===== config.mk =====
export PLATFORM = sky130hd
export DESIGN_NAME = status_word_transfer
export DESIGN_NICKNAME = d
export VERILOG_FILES = /design/src/rtl/status_word_pkg.sv /design/src/rtl/cond_check.sv /design/src/rtl/status_word_transfer.sv
export VERILOG_INCLUDE_DIRS = /design/src /design/src/rtl
export SDC_FILE = /design/constraint.sdc
export NUM_CORES = 1
export LEC_CHECK = 0
export ABC_AREA = 1
export BUFFER_PORTS_ARGS = -buffer_cell sky130_fd_sc_hd__buf_2
export CAP_MARGIN = 20
export CORE_MARGIN = 2
export CORE_UTILIZATION = 43
export CTS_CLUSTER_DIAMETER = 40
export DETAILED_ROUTE_END_ITERATION = 12
export HOLD_SLACK_MARGIN = 0.06
export PLACE_DENSITY = 0.75
export SYNTH_ARGS = -nofsm -noshare
export SYNTH_HDL_FRONTEND = slang
export SYNTH_SLANG_ARGS = --single-unit

===== constraint.sdc =====
create_clock -name clk -period 3.5 [get_ports clk]
set_input_delay 1.05 -clock clk [delete_from_list [all_inputs] [get_ports clk]]
set_output_delay 1.05 -clock clk [all_outputs]
set_load 0.01 [all_outputs]

===== src/rtl/status_word_defs.svh =====
// constants for the status word transfer block
`ifndef STATUS_WORD_DEFS_SVH
`define STATUS_WORD_DEFS_SVH

// ----------------------------------------------------------------
// status word layout
// ----------------------------------------------------------------
`define FLAG_MSB          31
`define FLAG_LSB          28
`define IRQ_DISABLE_BIT   7
`define FIQ_DISABLE_BIT   6
`define MODE_MSB          4
`define DEFINED_MASK      32'hf00000df
`define CURRENT_RESET     32'h000000d3
`define SAVED_RESET       32'h00000000

// ----------------------------------------------------------------
// mode field codes
// ----------------------------------------------------------------
`define MODE_USER         5'h10
`define MODE_FIQ          5'h11
`define MODE_IRQ          5'h12
`define MODE_SVC          5'h13
`define MODE_ABT          5'h17
`define MODE_UND          5'h1b

// ----------------------------------------------------------------
// instruction fields and decode patterns
// ----------------------------------------------------------------
`define COND_MSB          31
`define COND_LSB          28
`define TARGET_SAVED_BIT  22
`define SET_FLAGS_BIT     20
`define CLASS_REG         5'h02
`define CLASS_IMM         5'h06
`define READ_PATTERN      6'h0f
`define WHOLE_PATTERN     18'h29f00
`define FLAGS_PATTERN     10'h28f

// ----------------------------------------------------------------
// timing
// ----------------------------------------------------------------
`define XFER_CYCLES       1

`endif


===== src/rtl/status_word_pkg.sv =====
// types shared by the status word transfer block
package status_word_pkg;

	typedef enum logic [1:0] {
		op_none,
		op_read,
		op_write_whole,
		op_write_flags
	} xfer_op_type;

	typedef logic [31:0] word_type;

endpackage : status_word_pkg


===== src/rtl/cond_check.sv =====
// condition field evaluator against the current flags
`timescale 1ns/1ps

module cond_check
	import status_word_pkg::*;
(
	input  wire logic [3:0] cond,
	input  wire logic [3:0] flags,
	output logic            pass
);

	logic n_flag;
	logic z_flag;
	logic c_flag;
	logic v_flag;

	// ----------------------------------------------------------------
	// flag order is negative, zero, carry, overflow
	// ----------------------------------------------------------------
	assign n_flag = flags[3];
	assign z_flag = flags[2];
	assign c_flag = flags[1];
	assign v_flag = flags[0];

	// one term per condition code
	always_comb
	begin
		unique case (cond)
			4'h0: pass = z_flag;
			4'h1: pass = !z_flag;
			4'h2: pass = c_flag;
			4'h3: pass = !c_flag;
			4'h4: pass = n_flag;
			4'h5: pass = !n_flag;
			4'h6: pass = v_flag;
			4'h7: pass = !v_flag;
			4'h8: pass = c_flag && !z_flag;
			4'h9: pass = !c_flag || z_flag;
			4'ha: pass = (n_flag == v_flag);
			4'hb: pass = (n_flag != v_flag);
			4'hc: pass = !z_flag && (n_flag == v_flag);
			4'hd: pass = z_flag || (n_flag != v_flag);
			4'he: pass = 1'b1;
			4'hf: pass = 1'b0;
		endcase
	end

endmodule : cond_check


===== src/rtl/status_word_transfer.sv =====
// status word read and write execution with mode-banked saved words
//
// Contract
// - a transfer acts only when its condition field passes, otherwise no status word or destination data changes.
// - transfers are decoded from the four compare and test opcodes with set-flags clear.
// - a status read copies all 32 bits of the selected word into the destination register.
// - a whole-word status write loads the selected word from the source register, mode permitting.
// - a flags-only write puts the top four bits of register or immediate into bits 31 to 28 only.
// - written bits 31, 30, 29 and 28 become the negative, zero, carry and overflow flags.
// - in user mode any write to the current word changes only its four flags.
// - in a privileged mode a whole-word write replaces every defined bit of the current word.
// - the saved word used is the one banked for the mode current at execution.
// - eleven bits are defined, bits 27 to 8 and bit 5 are reserved.
// - each transfer completes in exactly one instruction cycle.
`timescale 1ns/1ps
`include "status_word_defs.svh"

module status_word_transfer
	import status_word_pkg::*;
#(
	parameter int NUM_BANKS = 5
)
(
	input  wire logic        clk,
	input  wire logic        rst_n,
	input  wire logic        instr_valid,
	input  wire logic [31:0] instr,
	input  wire logic [31:0] src_reg_data,
	output logic             dest_write,
	output logic [3:0]       dest_index,
	output logic [31:0]      dest_data,
	output logic [31:0]      current_status_word,
	output logic [31:0]      saved_status_word,
	output logic             xfer_done
);

	xfer_op_type op;
	logic        cond_pass;
	logic        execute;
	logic        to_saved;
	logic        user_mode;
	logic [2:0]  bank_sel;
	logic        bank_hit;
	word_type    write_value;
	word_type    cur_q;
	word_type    cur_d;
	word_type    bank_q [NUM_BANKS];
	word_type    bank_d [NUM_BANKS];
	word_type    saved_view_q;
	word_type    saved_view_d;
	logic        dest_write_q;
	logic        dest_write_d;
	logic [3:0]  dest_index_q;
	logic [3:0]  dest_index_d;
	word_type    dest_data_q;
	word_type    dest_data_d;
	logic        done_q;
	logic        done_d;
	logic [2:0]  view_sel;
	logic        view_hit;
	logic [3:0]  bank_code;
	logic [3:0]  view_code;

	// ----------------------------------------------------------------
	// helpers
	// ----------------------------------------------------------------

	// bank index for a mode, hit low for user or unknown modes
	function automatic logic [3:0] bank_of(input logic [4:0] mode);
		logic [3:0] r;
		r = 4'h0;
		unique case (mode)
			`MODE_FIQ: r = 4'h8;
			`MODE_IRQ: r = 4'h9;
			`MODE_SVC: r = 4'ha;
			`MODE_ABT: r = 4'hb;
			`MODE_UND: r = 4'hc;
			default:   r = 4'h0;
		endcase
		return r;
	endfunction : bank_of

	// 8-bit immediate rotated right by twice the rotate field
	function automatic word_type rotate_imm(input logic [11:0] field);
		word_type   base;
		logic [5:0] rsh;
		logic [5:0] lsh;
		base = {24'h000000, field[7:0]};
		rsh  = {1'b0, field[11:8], 1'b0};
		lsh  = 6'd32 - rsh;
		return (base >> rsh) | (base << lsh);
	endfunction : rotate_imm

	// ----------------------------------------------------------------
	// decode
	// ----------------------------------------------------------------

	cond_check u_cond (
		.cond  (instr[`COND_MSB:`COND_LSB]),
		.flags (cur_q[`FLAG_MSB:`FLAG_LSB]),
		.pass  (cond_pass)
	);

	// opcode space of test and compare ops with set-flags clear
	always_comb
	begin
		op = op_none;
		if (instr[27:23] == `CLASS_REG && instr[21:16] == `READ_PATTERN
			&& instr[11:0] == 12'h000)
			op = op_read;
		else if (instr[27:23] == `CLASS_REG && instr[21:4] == `WHOLE_PATTERN)
			op = op_write_whole;
		else if (instr[27:23] == `CLASS_REG && instr[21:12] == `FLAGS_PATTERN
			&& instr[11:4] == 8'h00)
			op = op_write_flags;
		else if (instr[27:23] == `CLASS_IMM && instr[21:12] == `FLAGS_PATTERN)
			op = op_write_flags;
	end

	// execution gate, target and banked word selection
	always_comb
	begin
		execute     = instr_valid && (op != op_none) && cond_pass;
		to_saved    = instr[`TARGET_SAVED_BIT];
		user_mode   = (cur_q[`MODE_MSB:0] == `MODE_USER);
		bank_code   = bank_of(cur_q[`MODE_MSB:0]);
		bank_sel    = bank_code[2:0];
		bank_hit    = bank_code[3];
		write_value = (instr[27:23] == `CLASS_IMM) ? rotate_imm(instr[11:0]) : src_reg_data;
	end

	// ----------------------------------------------------------------
	// current status word
	// ----------------------------------------------------------------

	always_comb
	begin
		cur_d = cur_q;
		if (execute && !to_saved && op == op_write_whole && !user_mode)
			cur_d = write_value & `DEFINED_MASK;
		else if (execute && !to_saved && (op == op_write_whole || op == op_write_flags))
			cur_d = {write_value[`FLAG_MSB:`FLAG_LSB], cur_q[27:0]};
	end

	always_ff @(posedge clk or negedge rst_n)
	begin
		if (!rst_n)
			cur_q <= `CURRENT_RESET;
		else
			cur_q <= cur_d;
	end

	// ----------------------------------------------------------------
	// banked saved words, one per privileged mode
	// ----------------------------------------------------------------

	for (genvar g = 0; g < NUM_BANKS; g++)
	begin : g_bank
		always_comb
		begin
			bank_d[g] = bank_q[g];
			if (execute && to_saved && bank_hit && bank_sel == 3'(g))
			begin
				if (op == op_write_whole)
					bank_d[g] = write_value & `DEFINED_MASK;
				else if (op == op_write_flags)
					bank_d[g] = {write_value[`FLAG_MSB:`FLAG_LSB], bank_q[g][27:0]};
			end
		end

		always_ff @(posedge clk or negedge rst_n)
		begin
			if (!rst_n)
				bank_q[g] <= `SAVED_RESET;
			else
				bank_q[g] <= bank_d[g];
		end
	end

	// ----------------------------------------------------------------
	// read result, completion strobe and saved word view
	// ----------------------------------------------------------------

	always_comb
	begin
		view_code    = bank_of(cur_d[`MODE_MSB:0]);
		view_sel     = view_code[2:0];
		view_hit     = view_code[3];
		saved_view_d = view_hit ? bank_d[view_sel] : `SAVED_RESET;
		dest_write_d = execute && (op == op_read);
		dest_index_d = instr[15:12];
		dest_data_d  = dest_data_q;
		if (execute && op == op_read)
			dest_data_d = to_saved ? (bank_hit ? bank_q[bank_sel] : `SAVED_RESET) : cur_q;
		done_d       = execute;
	end

	always_ff @(posedge clk or negedge rst_n)
	begin
		if (!rst_n)
		begin
			saved_view_q <= `SAVED_RESET;
			dest_write_q <= 1'b0;
			dest_index_q <= 4'h0;
			dest_data_q  <= 32'h00000000;
			done_q       <= 1'b0;
		end
		else
		begin
			saved_view_q <= saved_view_d;
			dest_write_q <= dest_write_d;
			dest_index_q <= dest_index_d;
			dest_data_q  <= dest_data_d;
			done_q       <= done_d;
		end
	end

	assign current_status_word = cur_q;
	assign saved_status_word   = saved_view_q;
	assign dest_write          = dest_write_q;
	assign dest_index          = dest_index_q;
	assign dest_data           = dest_data_q;
	assign xfer_done           = done_q;
endmodule : status_word_transfer


**Word level (Yosys, flattened, before mapping)**

Cells that the tools add are included.

- Shifts and indexed selects: 2
- Equal/unequal tests: 40
- Multiplexer cells: 34
- Add/sub/neg operators: 1
- Reduce and logical (&&, ||, !) cells: 37
- Bitwise operators: 3
- Magnitude comparators: 2

Operators with widths:

| kind | number |
|---|---|
| 32-bit two-way mux | 25 |
| 32-bit binary-select mux with 3-bit select | 2 |
| 5-bit == test (second input constant) | 11 |
| 4-bit case mux with 5 select lines | 2 |
| 4-bit == test (second input constant) | 8 |
| 32-bit OR | 1 |
| 8-bit by 6-bit left shift with 32-bit output | 1 |
| 8-bit by 5-bit right shift with 32-bit output | 1 |
| 1-bit logical AND | 22 |
| 18-bit == test (second input constant) | 1 |
| 4-bit by 3-bit == test with 1-bit output (second input constant) | 4 |
| 1-bit case mux with 16 select lines | 1 |
| 12-bit zero test | 1 |
| 10-bit == test (second input constant) | 1 |
| 4-bit by 2-bit == test with 1-bit output (second input constant) | 2 |
| 4-bit >= comparator (second input constant) | 2 |
| 8-bit zero test | 1 |
| 2-bit two-way mux | 4 |
| 3-bit NOT with 4-bit output | 2 |
| 3-bit by 2-bit == test with 1-bit output (second input constant) | 2 |
| 6-bit by 4-bit == test with 1-bit output (second input constant) | 1 |
| 1-bit zero test | 6 |
| 6-bit by 5-bit subtractor with 6-bit output (first input constant) | 1 |
| 5-bit by 2-bit == test with 1-bit output (second input constant) | 1 |
| 12 further kinds | 16 |

- Bits of input ports: 67
- Register bits after elaboration: 262
- Output and inout bits: 102

**Logic depth before layout (Yosys ltp)**

- Depth in word-level cells: 20
- Depth in mapped cells: 25

**Cells and area by module**

Synthesis repeated with hierarchy kept, for this count alone.

- Cell total of the unflattened synthesis: 1574
- Area, all modules: 12150.4 um^2

Modules (own cells, without submodules):

| module | times used | area an instance (um^2) | seq. area each (um^2) | cells an instance |
|---|---|---|---|---|
| status_word_transfer | 1 | 11945.2 | 6037.0 | 1529 |
| cond_check | 1 | 205.2 | 0.0 | 45 |

**Worst setup path after synthesis**

No wires, ideal clock.

- Path type: input port to flip-flop
- From: input port instr[9]
- To: register saved_view_q[10], in the netlist saved_status_word[10]
- Setup slack: 0.121 ns
- Library setup time: 0.115 ns
- Cell stages on the path: 18
- Arrival: 3.263 ns
- Path through: inv_1 > ha_1 > nand2_2 > nor2_1 > nand2_1 > inv_2 > nand2_1 > nand3_2 > nand2_2 > a21oi_4 > nand4_4 > nand2_1 > nand2_2 > nor3_2 > clkbuf_1 > nand3_1 > nand2_1 > nor2_1

- Word-level cells in the longest chain between the ends: 19
- Elaborated cells on any way between the ends: 50
- Those cells by class: 1 x add/sub; 7 x eq/ne; 2 x shift; 20 x mux; 2 x bitwise; 18 x reduce/logical

RTL lines:

| what | line | RTL |
|---|---|---|
| start: declaration | status_word_transfer.sv:27 | `input wire logic [31:0] instr,` |
| branches (longest 11 deep; another with 6-bit by 5-bit subtractor with 6-bit output) | -- |  |
| 32-bit two-way mux (*) | status_word_transfer.sv:139 | `if (execute && !to_saved && op == op_write_whole && !user_mode)` |
| net cur_d[3] | status_word_transfer.sv:46 | `word_type cur_d;` |
| 5-bit == test | status_word_transfer.sv:72 | `unique case (mode)` |
| 4-bit case mux with 5 select lines (*) | status_word_transfer.sv:72 |  |
| 3-bit NOT with 4-bit output (implied by the code) | status_word_transfer.sv:189 | `` saved_view_d = view_hit ? bank_d[view_sel] : `SAVED_RESET; `` |
| 32-bit binary-select mux with 3-bit select | status_word_transfer.sv:189 |  |
| 32-bit two-way mux (implied by the code) (2 in series) | status_word_transfer.sv:189 |  |
| 32-bit two-way mux (no line) (*) | -- |  |
| net saved_view_d[10] | status_word_transfer.sv:50 | `word_type saved_view_d;` |
| end signal: assignment | status_word_transfer.sv:202 | `` saved_view_q <= `SAVED_RESET; `` |
| end signal: assignment | status_word_transfer.sv:210 | `saved_view_q <= saved_view_d;` |
| end: declaration | status_word_transfer.sv:49 | `word_type saved_view_q;` |

Mark *: on every way through the listed nets, which the timed path passes. The select of a mux whose other input is x is not followed.
A chain may end at the register's enable or synchronous reset.

==> out/results.ini <==
[outcome]
status = complete, no violations

[floorplan]
die_area_um2 = 29500
die_y_um = 172
fp.dieW_um = 172
initial_core_util_pct = 43.7
coreArea_um2 = 27700
io_pins = 169
rows = 61

[pwr]
power_density_nw_per_um2 = 412
ir_worst_vdd_v = 0.000365
power.total_mw = 6.33
p_leak_nw = 8.39

[layout]
final_common_cell = nand2_1
most-common-layout-cells = nand2_1, dfrtp_1, nor2_1, inv_1, nand3_1
nNetsFinal = 1875
n_antenna_cell = 0
areaGrowthSynthToFinish_pct = 26.9
fin_util_pct = 55.4
drive_gt1_share_pct = 20.9

[sta]
fmax_mhz = 299
finalCriticalPeriod_ps = 3350
fin_crit_sh_pct = 95.7
slew_violations = 0
worstMarginPinSlew_ps = 614
fin_ws_ps = 152
fin_hold_ws_ps = 378
finalSetupViolations = 0
max_slew_margin_pct = 59.1
hold_viol = 0
clock_skew_ps = 30.4

[worst_setup_path]
rr_endpoint = saved_status_word[0]
r2r-start = current_status_word[4]
crit_required_ps = 3970
crit_type = in2reg
r2r_slack_ps = 360
crit_path_start_kind = primary input
r2r_cells = 20
cp.arrival_ps = 3810
endpoint_kind = register
critPathMaxFanout = 6

[cts]
clock_latency_ps = 570
cts_buffers = 29
clockBufferDepth = 3
htree_levels = 1
cts_tree = done
clock-root-buffer = clkbuf_16
clock-sinks = 241
clk_pin_slew_worst_paths_ps = 70

[global_route]
first_global_vias = 11700
grtUsageTotal_pct = 25.2
antenna_found_initial = 0
gr-total-overflow = 0
grt_max_degree = 68
grt_pass1_wl_mm = 59.0

[drt]
drt_iter0_drc = 1040
met3WireLength_mm = 3.13
routed-wl-met2_mm = 18.1
drc = 0
first_pass_iters = 5
routed_via_density = 5.31
routed-via-count = 11700
wl_met1_mm = 14.2
routed_wl_mm = 36.8
antenna_left = 0
wire_per_inst_um = 16.7
top_layer_used = met4

[synthesis]
yosysWarnings = 0
synthTopCellsByArea = dfrtp_1, nand2_1, nor2_1
avgSynthCellArea_um2 = 7.71
dominantRegCellSynth = dfrtp_1
async_reset_ff_share_pct = 100
yosysTopAreaCell = dfrtp_1
syn_area_um2 = 12100
synth-seq-area-share_pct = 49.9
synth_seq_cells = 241
yosys.area.top_type_share_pct = 48.8
netlist_instances = 1569
synth_edf_count = 0
ys_types = 51

[placement]
gp_congestion = 0.933
io_buffers = 126
place_ws_ps = -418
place_hpwl_mm = 24.7

[worst_hold_path]
hold_class = in2async

[flow_run]
maxCapViolCount = 0

-- through the flow --
| stage | TNS (ps) | std cells | area [um^2] |
|---|---|---|---|
| CTS | 0 | 2201 | 15200 |
| detailed placement | -9940 | 2147 | 14200 |
| floorplan | 0 | 1589 | 12200 |
| global placement | -7190 | 2147 | 14200 |
| finish | 0 | 2208 | 15400 |
| global route | -91.4 | 2208 | 15400 |
-- flip-flops by register name (all words and copies together), names as in the netlist --
| register | cells |
|---|---|
| current_status_word | 11 |
| dest_index | 4 |
| saved_status_word | 32 |
| dest_write | 1 |
| xfer_done | 1 |
| bank_q | 160 |
| dest_data | 32 |
-- worst max-delay path, cell delays in order --
cell and delay, ps:
buf_2 100, inv_1 70, ha_2 220, nand2_2 80, nor2_1 100, nand2_1 90, inv_2 80, nand2_1 80
nand3_2 90, nand2_2 70, a21oi_4 180, buf_4 140, nand2_1 70, nor2_2 130, nand2_1 120, nor2_4 140
clkinvlp_4 130, buf_12 140, buf_4 130, o21ai_1 190, nand2_1 90, nand3_1 70, nand2_1 50, nor2_1 190
-- synth_stat cells (all sizes together), types with 2 or more instances --
| master | count |
|---|---|
| xor2 | 2 |
| o31ai | 3 |
| nand3 | 140 |
| o32ai | 3 |
| o21bai | 2 |
| o21ai | 105 |
| clkbuf | 43 |
| o211ai | 8 |
| a32oi | 3 |
| nor4 | 2 |
| a31oi | 2 |
| o22ai | 23 |
| inv | 194 |
| nand4 | 15 |
| a221oi | 6 |
| a2bb2oi | 9 |
| dfstp | 5 |
| nor3 | 9 |
| buf | 53 |
| dfrtp | 236 |
| clkinv | 5 |
| a22oi | 13 |
| a21oi | 74 |
| nand2 | 394 |
| nor2 | 210 |
-- cell families after synthesis --
family,after synthesis,share of synthesized area [%]
and+or+nand+nor,773,26.8
xor gates and xnor gates,2,0.145
adders and majority gates,1,0.103
DFF,241,49.9
AOI/OAI and AO/OA,256,12.4
buffers and inverters,295,10.6
other,1,0.0310
-- report_power, final --
group / switching [mW] / total, mW / internal [mW]
logic: 0.177 / 0.271 / 0.0938
clock network: 1.25 / 3.27 / 2.02
registers: 0.000492 / 2.79 / 2.79
total: 1.43 / 6.33 / 4.91
-- repair_timing --
action | 4_1_cts | 5_1_grt
hold buffers | 0 | 0
resized for setup | 0 | 12
endpoints found under the hold margin | 0 | 0
endpoints found under the setup margin | 0 | 21
buffers inserted | 0 | 7
-- layout make-up --
type                       instances  area (um^2)
sequential                       241         6040
timing repair buffer             283         2120
tap                              378          473
clock inverter                    18          265
clock buffer                      36          802
fill                            2457        12400
multi-input combinational       1053         4900
inverter                         199          751
-- worst max-delay path by stage --
| stage | start | endpoint | slack [ps] |
|---|---|---|---|
| 4_1_cts | instr[9] | saved_status_word[15] | 150 |
| 6_report | instr[9] | saved_status_word[0] | 150 |
| 3_3_place_gp | instr[9] | saved_status_word[5] | -280 |
| 5_1_grt | instr[9] | saved_status_word[0] | -30 |
| 2_1_floorplan | instr[9] | saved_status_word[10] | 120 |
| 3_5_place_dp | instr[9] | saved_status_word[15] | -420 |
-- layer usage --
layer,global-route usage (%),vias up
li1,-,5499
met1,31.6,5549
met5,0,-
met4,10.6,0
met2,43.6,560
met3,3.43,111
(Power assumes the default switching activity.)
